[src/rtl/mtc_pkg.sv]
package mtc_pkg;

	// ****************************************************************
	// register map (byte addresses, one aligned word each)
	// ****************************************************************
	localparam logic [11:0] MTC_CTRL_OFS   = 12'h000;
	localparam logic [11:0] MTC_CMD_OFS    = 12'h004;
	localparam logic [11:0] MTC_STATUS_OFS = 12'h008;
	localparam logic [11:0] MTC_COUNT_OFS  = 12'h00c;

	// ****************************************************************
	// field positions
	// ****************************************************************
	localparam int CTRL_SRC_EXT_BIT = 0; // 1: external_event_source, 0: internal
	localparam int CTRL_CONT_BIT    = 1; // continuous_run_command state
	localparam int CTRL_EDGE_BIT    = 2; // trigger_edge_select, 1: release edge
	localparam int CTRL_W           = 3;
	localparam int CMD_EXTERNAL_TRIGGER_INPUT_BIT     = 0; // remote_trigger_command
	localparam int ST_BUSY_BIT      = 0;
	localparam int ST_PEND_BIT      = 1;
	localparam int ST_DELAY_BIT     = 2;
	localparam int ST_LEVEL_BIT     = 3;

	// internal source, continuous on, assert edge
	localparam logic [CTRL_W-1:0] CTRL_RESET = 3'h2;

	// ****************************************************************
	// timing
	// ****************************************************************
	localparam int CLK_MHZ          = 100;
	localparam int REL_EXTRA_US     = 1000; // 1.0 ms added on the release edge
	localparam int REL_DELAY_CYC_DF = REL_EXTRA_US * CLK_MHZ;

	typedef enum logic [1:0] {
		MTC_IDLE  = 2'b00,
		MTC_DELAY = 2'b01,
		MTC_RUN   = 2'b10
	} mtc_state_t;

endpackage

[src/rtl/mtc_trigger_ctrl.sv]
// Operation
// - internal source with continuous on: start measurements back to back, free-running
// - internal source with continuous on: ignore external input and remote command
// - external source: one measurement started per accepted external edge
// - continuous off: only controller triggers (remote command or pin) start measurements
// - edge select chooses assert or release transition as the trigger event
// - release-edge trigger adds a 1.0 ms delay before measurement start
// - trigger during a measurement is latched once and serviced afterwards
`timescale 1ns/1ps
module mtc_trigger_ctrl
	import mtc_pkg::*;
#(
	parameter int unsigned REL_DELAY_CYC = REL_DELAY_CYC_DF
) (
	input  wire logic        pclk,       // 100 MHz clock
	input  wire logic        presetn,    // async reset, active low
	input  wire logic        psel,       // apb select
	input  wire logic        penable,    // apb access phase
	input  wire logic        pwrite,     // apb direction
	input  wire logic [11:0] paddr,      // apb byte address
	input  wire logic [31:0] pwdata,     // apb write data
	output logic      [31:0] prdata,     // apb read data
	output logic             pready,     // apb ready
	output logic             pslverr,    // apb error, unmapped address
	input  wire logic        ext_external_trigger_input_in,// external_trigger_input, high = asserted
	input  wire logic        meas_done,  // measurement engine finished, pulse
	output logic             meas_start, // one-cycle start pulse
	output logic             meas_busy   // measurement delayed or running
);

	// ****************************************************************
	// apb slave
	// ****************************************************************
	localparam int CW = $clog2(REL_DELAY_CYC + 1);

	logic [CTRL_W-1:0] ctrl_q;
	logic              cmd_pulse_q;
	logic [31:0]       count_q;
	logic              pend_q;
	logic              pend_ext_q;
	logic              lvl_q;
	mtc_state_t        state_q;
	logic              acc;
	logic              wr_fire;
	logic              mapped;

	assign acc     = psel && penable;
	assign wr_fire = acc && pready && pwrite;
	assign mapped  = (paddr == MTC_CTRL_OFS) || (paddr == MTC_CMD_OFS) ||
	                 (paddr == MTC_STATUS_OFS) || (paddr == MTC_COUNT_OFS);

	// one wait state keeps read data registered
	always_ff @(posedge pclk or negedge presetn) begin
		if (!presetn) begin
			pready  <= 1'b0;
			pslverr <= 1'b0;
			prdata  <= 32'h0;
		end else begin
			pready  <= acc && !pready;
			pslverr <= acc && !pready && !mapped;
			prdata  <= 32'h0;
			if (acc && !pready && !pwrite) begin
				case (paddr)
				MTC_CTRL_OFS:   prdata <= {{(32-CTRL_W){1'b0}}, ctrl_q};
				MTC_STATUS_OFS: begin
					prdata[ST_BUSY_BIT]  <= state_q != MTC_IDLE;
					prdata[ST_PEND_BIT]  <= pend_q;
					prdata[ST_DELAY_BIT] <= state_q == MTC_DELAY;
					prdata[ST_LEVEL_BIT] <= lvl_q;
				end
				MTC_COUNT_OFS:  prdata <= count_q;
				default:        prdata <= 32'h0;
				endcase
			end
		end
	end

	always_ff @(posedge pclk or negedge presetn) begin
		if (!presetn) begin
			ctrl_q <= CTRL_RESET;
		end else if (wr_fire && paddr == MTC_CTRL_OFS) begin
			ctrl_q <= pwdata[CTRL_W-1:0];
		end
	end

	// the command register is write-only; a write with bit 0 set strobes the remote trigger
	always_ff @(posedge pclk or negedge presetn) begin
		if (!presetn) begin
			cmd_pulse_q <= 1'b0;
		end else begin
			cmd_pulse_q <= wr_fire && paddr == MTC_CMD_OFS && pwdata[CMD_EXTERNAL_TRIGGER_INPUT_BIT];
		end
	end

	// ****************************************************************
	// external input synchroniser and edge detect
	// ****************************************************************
	logic s1_q;
	logic s2_q;
	logic s3_q;
	logic rise;
	logic fall;

	always_ff @(posedge pclk or negedge presetn) begin
		if (!presetn) begin
			s1_q  <= 1'b0;
			s2_q  <= 1'b0;
			s3_q  <= 1'b0;
			lvl_q <= 1'b0;
		end else begin
			s1_q <= ext_external_trigger_input_in;
			s2_q <= s1_q;
			s3_q <= s2_q;
			if (s2_q == s3_q) begin
				lvl_q <= s3_q;
			end
		end
	end

	assign rise = (s2_q == s3_q) && s3_q && !lvl_q;
	assign fall = (s2_q == s3_q) && !s3_q && lvl_q;

	// ****************************************************************
	// trigger qualification
	// ****************************************************************
	logic src_ext;
	logic cont;
	logic edge_rel;
	logic freerun;
	logic ext_ev;
	logic cmd_ev;
	logic ev;

	assign src_ext  = ctrl_q[CTRL_SRC_EXT_BIT];
	assign cont     = ctrl_q[CTRL_CONT_BIT];
	assign edge_rel = ctrl_q[CTRL_EDGE_BIT];
	assign freerun  = !src_ext && cont;
	// free-run locks out every outside trigger
	assign ext_ev   = !freerun && (edge_rel ? fall : rise);
	assign cmd_ev   = !freerun && cmd_pulse_q;
	assign ev       = ext_ev || cmd_ev;

	// ****************************************************************
	// measurement sequencer
	// ****************************************************************
	logic [CW-1:0] dly_q;
	logic          go;
	logic          go_ext;

	always_comb begin
		go     = 1'b0;
		go_ext = 1'b0;
		if (state_q == MTC_IDLE) begin
			if (pend_q) begin
				go     = 1'b1;
				go_ext = pend_ext_q;
			end else if (ev) begin
				go     = 1'b1;
				go_ext = ext_ev;
			end else if (freerun) begin
				go     = 1'b1;
			end
		end
	end

	always_ff @(posedge pclk or negedge presetn) begin
		if (!presetn) begin
			state_q    <= MTC_IDLE;
			dly_q      <= '0;
			meas_start <= 1'b0;
		end else begin
			meas_start <= 1'b0;
			case (state_q)
			MTC_IDLE: begin
				if (go && go_ext && edge_rel) begin
					state_q <= MTC_DELAY;
					dly_q   <= '0;
				end else if (go) begin
					state_q    <= MTC_RUN;
					meas_start <= 1'b1;
				end
			end
			MTC_DELAY: begin
				dly_q <= dly_q + 1'b1;
				if (dly_q == CW'(REL_DELAY_CYC - 1)) begin
					state_q    <= MTC_RUN;
					meas_start <= 1'b1;
				end
			end
			MTC_RUN: begin
				if (meas_done) begin
					state_q <= MTC_IDLE;
				end
			end
			default: state_q <= MTC_IDLE;
			endcase
		end
	end

	always_ff @(posedge pclk or negedge presetn) begin
		if (!presetn) begin
			meas_busy <= 1'b0;
		end else begin
			meas_busy <= (state_q == MTC_IDLE) ? go : !(state_q == MTC_RUN && meas_done);
		end
	end

	// a new event in the consuming cycle is kept: set wins over clear
	always_ff @(posedge pclk or negedge presetn) begin
		if (!presetn) begin
			pend_q     <= 1'b0;
			pend_ext_q <= 1'b0;
		end else if (ev && (state_q != MTC_IDLE || pend_q)) begin
			pend_q <= 1'b1;
			if (!pend_q || (state_q == MTC_IDLE)) begin
				pend_ext_q <= ext_ev;
			end
		end else if (state_q == MTC_IDLE && pend_q) begin
			pend_q <= 1'b0;
		end
	end

	always_ff @(posedge pclk or negedge presetn) begin
		if (!presetn) begin
			count_q <= 32'h0;
		end else if (meas_start) begin
			count_q <= count_q + 32'h1;
		end
	end

	// ****************************************************************
	// checks
	// ****************************************************************
	a_freerun_restart: assert property (@(posedge pclk) disable iff (!presetn)
		state_q == MTC_IDLE && freerun |=> meas_start)
		else $error("free-run did not restart");
	a_internal_ignores: assert property (@(posedge pclk) disable iff (!presetn)
		freerun |-> !ext_ev && !cmd_ev)
		else $error("trigger accepted in free-run");
	a_ext_one_start: assert property (@(posedge pclk) disable iff (!presetn)
		state_q == MTC_IDLE && !pend_q && ext_ev && !edge_rel |=> meas_start ##1 !meas_start)
		else $error("external edge did not give one start");
	a_noncont_quiet: assert property (@(posedge pclk) disable iff (!presetn)
		state_q == MTC_IDLE && !pend_q && !ev && !cont |=> !meas_start)
		else $error("start without controller trigger");
	a_edge_polarity: assert property (@(posedge pclk) disable iff (!presetn)
		ext_ev |-> (edge_rel ? $fell(lvl_q) == 1'b0 && lvl_q : !lvl_q))
		else $error("wrong trigger edge");
	a_rel_delay_len: assert property (@(posedge pclk) disable iff (!presetn)
		$rose(state_q == MTC_DELAY) |-> !meas_start [*2])
		else $error("release delay too short");
	a_delay_exit: assert property (@(posedge pclk) disable iff (!presetn)
		state_q == MTC_DELAY && dly_q == CW'(REL_DELAY_CYC - 1) |=> meas_start && state_q == MTC_RUN)
		else $error("release delay did not end");
	a_pend_latch: assert property (@(posedge pclk) disable iff (!presetn)
		ev && state_q == MTC_RUN |=> pend_q)
		else $error("trigger during measurement lost");
	a_pend_served: assert property (@(posedge pclk) disable iff (!presetn)
		state_q == MTC_IDLE && pend_q |=> state_q != MTC_IDLE)
		else $error("pending trigger not served");
	a_sync_single: assert property (@(posedge pclk) disable iff (!presetn)
		rise |=> !rise)
		else $error("edge pulse longer than one cycle");

	c_freerun: cover property (@(posedge pclk) disable iff (!presetn) freerun && meas_start);
	c_rel_start: cover property (@(posedge pclk) disable iff (!presetn)
		state_q == MTC_DELAY ##1 meas_start);
	c_pending: cover property (@(posedge pclk) disable iff (!presetn) pend_q && meas_done);

endmodule

[config.mk]
export PLATFORM = sky130hd
export DESIGN_NAME = mtc_trigger_ctrl
export DESIGN_NICKNAME = d
export VERILOG_FILES = /design/src/rtl/mtc_pkg.sv /design/src/rtl/mtc_trigger_ctrl.sv
export SDC_FILE = /design/constraint.sdc
export NUM_CORES = 1
export LEC_CHECK = 0
export BUFFER_PORTS_ARGS = -buffer_cell sky130_fd_sc_hd__buf_2
export CAP_MARGIN = 40
export CORE_UTILIZATION = 61
export CTS_BUF_LIST = sky130_fd_sc_hd__clkbuf_2 sky130_fd_sc_hd__clkbuf_4 sky130_fd_sc_hd__clkbuf_8
export DETAILED_ROUTE_END_ITERATION = 12
export GPL_ROUTABILITY_DRIVEN = 0
export PLACE_DENSITY = 0.87
export SYNTH_ARGS = -nofsm -noshare
export SYNTH_HDL_FRONTEND = slang
export SYNTH_SLANG_ARGS = --single-unit
[constraint.sdc]
create_clock -name pclk -period 5.2 [get_ports pclk]
set_input_delay 0.78 -clock pclk [delete_from_list [all_inputs] [get_ports pclk]]
set_output_delay 0.78 -clock pclk [all_outputs]
set_load 0.02 [all_outputs]
==> impl_metrics.env <==
export IMPL_synth_mux_area_frac=0.0228
export IMPL_synth_seq_cells=97
export IMPL_vias=3127
export IMPL_yosysTopAreaCell="dfrtp_1"
export IMPL_ys_warn_count=0
export IMPL_coreArea_mm2=0.00679
export IMPL_cp_max_fo=6
export IMPL_synth_compound_area_frac=0.0708
export IMPL_drc=0
export IMPL_wl_um=8180
export IMPL_wl_per_cell_um=15.0
export IMPL_cp_data_required_time_ps=5450
export IMPL_cts_resized=0
export IMPL_dieArea_mm2=0.00735
export IMPL_fmax_ghz=0.459
export IMPL_clock_skew_ps=12.7
export IMPL_synth_top_family_by_area="simple AND/OR/NAND/NOR gates"
export IMPL_start_kind="register"
export IMPL_rows=30
export IMPL_fin_cells=546
export IMPL_setup_tns_ps=0
export IMPL_cts_tree="done"
export IMPL_worstPathArrival_ps=2430
export IMPL_synthesis_area_mm2=0.00428
export IMPL_hold_buffers=0
export IMPL_ys_seq_area_frac=0.568
export IMPL_areaGrowthSynthToFinish_pct=13.1
export IMPL_synth_distinct_cells=48
export IMPL_finalCoreUtilization=0.712
export IMPL_io_buffers=57
export IMPL_synthAdderAreaFrac=0.0117
export IMPL_post_cts_buffers=0
export IMPL_syn_avg_cell_area_um2=11.0
export IMPL_synth_xor_area_frac=0.0696
export IMPL_synth_area_leaders="dfrtp_1 56%, and2_1 5.1%, xnor2_1 4.7%"
export IMPL_initial_utilization=0.629
export IMPL_tightest_slew_ps=833
export IMPL_fin_area_mm2=0.00484
export IMPL_boundaryPins=87
export IMPL_antenna_found_initial=0
export IMPL_h_tree_depth=3
export IMPL_maxCapViolCount=0
export IMPL_hpwl_um=5590
export IMPL_clock_latency_ps=370
export IMPL_yosysTopAreaCellShare=0.562
export IMPL_grt_first_pass_wirelength_um=13700
export IMPL_gr_total_overflow=0
export IMPL_final_hold_violation_count=0
export IMPL_vdd_drop_max_mv=0.207
export IMPL_whs_ps=364
export IMPL_worst_setup_path_end_kind="register"
export IMPL_syn_nets=444
export IMPL_via_per_inst=5.73
export IMPL_cellLeakagePower_uw=0.00244
export IMPL_syn_inst=389
export IMPL_crit_type="register to register"
export IMPL_nets=500
export IMPL_cts_made_buffers=9
export IMPL_p_per_area_mw_per_mm2=296
export IMPL_clock_sinks=97
export IMPL_chipWidth_um=85.7
export IMPL_dp_cells=530
export IMPL_drtAntennaViolNets=0
export IMPL_placed_cell_area_mm2=0.00465
export IMPL_fin_crit_ps=2180
export IMPL_grt_util_all_layers=0.240
export IMPL_mostFrequentLayoutCell="dfrtp_1"
export IMPL_drtPass1Iterations=4
export IMPL_hp_class="register to register"
export IMPL_clk_pin_slew_ps=100
export IMPL_clock_path_buffers=2
export IMPL_drt_iter0_drc=169
export IMPL_drv_slew=0
export IMPL_drive_gt1_frac=0.202
export IMPL_fill_cells=480
export IMPL_chipHeight_um=85.7
export IMPL_antenna_cells=0
export IMPL_outcome="finished, final reports clean"
export IMPL_synthFlopType="dfrtp_1"
export IMPL_async_reset_ff_frac=1.00
export IMPL_rsz0062_at_grt="false"
export IMPL_relSlewSlack=0.431
export IMPL_layout_worst_path_cycle_share=0.419
export IMPL_synth_edf_count=0
export IMPL_grt_pass1_vias=3016
export IMPL_setup_viol=0
export IMPL_mostFrequentLayoutCells="96 x dfrtp_1, 56 x buf_2, 35 x and2_1"
export IMPL_yosys_area_share_simple=0.239
export IMPL_grt_max_degree=50
export IMPL_cts_root_buf="clkbuf_8"
-- cell type report --
class | count | area, µm² | share of cell area
clock buffers | 9 | 124 | 0.0256
well taps | 96 | 120 | 0.0248
clock inverters | 7 | 61.3 | 0.0127
flip-flops and latches | 97 | 2430 | 0.502
repair buffers | 60 | 314 | 0.0649
inverters | 5 | 18.8 | 0.00388
multi-input cells | 272 | 1770 | 0.366
-- flip-flops by register name, summed over array words and instances (netlist names) --
register	flops
s1_q	1
pready	1
meas_busy	1
dly_q	17
state_q	2
cmd_pulse_q	1
meas_start	1
s3_q	1
count_q	32
pslverr	1
prdata	32
lvl_q	1
pend_q	1
pend_ext_q	1
s2_q	1
ctrl_q	3
-- final timing paths --
kind                                           start                      to  slack (ps)  cells after the start
min in group asynchronous                    presetn    dly_q[4]$_DFFE_PN0P_         420                      1
worst max register to register  dly_q[0]$_DFFE_PN0P_   dly_q[16]$_DFFE_PN0P_        3020                      5
worst max-delay path            dly_q[0]$_DFFE_PN0P_   dly_q[16]$_DFFE_PN0P_        3020                      5
max in group asynchronous                    presetn  count_q[0]$_DFFE_PN0P_        3740                      2
worst min register to register        s1_q$_DFF_PN0_          s2_q$_DFF_PN0_         360                      0
worst min-delay path                  s1_q$_DFF_PN0_          s2_q$_DFF_PN0_         360                      0
-- critical path, cell delays in order, from the launching register on --
cell,delay (ps)
dfrtp_1,410
ha_1,240
nand4_1,250
nor4_1,710
a31oi_1,170
a221o_1,280
-- report_power, final --
group / switching [µW] / internal, µW
clock: 277 / 183
combinational: 75.2 / 61.6
sequential: 46.5 / 790
-- cells by family (layout without fill, tap and decap cells) --
kind of cell,after synthesis,after routing
and+or+nand+nor,180,180
DFF,97,97
AOI/OAI and AO/OA,46,46
xor gates and xnor gates,34,34
buffers and inverters,20,81
muxes,8,8
adders and majority gates,4,4
-- per-stage QoR --
stage	power, µW	worst slack (ps)
after floorplan	932	3030
after global placement	978	2710
after detailed placement	988	2770
after CTS	1440	3050
after global routing	1490	2810
final	1430	3020
-- cells in the mapped netlist (4+ instances only) --
cell type  number
a211o_1         4
a21oi_1         8
a31oi_1         7
and2_1         35
and3_1         14
and4_1          6
clkbuf_1       12
dfrtp_1        96
ha_1            4
inv_1           5
nand2_1        32
nand2b_1        4
nand3_1        17
nand4_1        16
nor2_1         19
nor2b_1         4
nor3_1         11
nor4_1          7
o21ai_0        13
xnor2_1        23
xor2_1         11
-- layer usage --
metal  global-route usage  share of wire  vias up
met4                0.114          0.021        0
met2                0.396           0.49       92
met5                    0              0        -
met1                0.315           0.44     1534
met3               0.0395          0.049       17
li1                     -              -     1484
(Power assumes the default switching activity.)
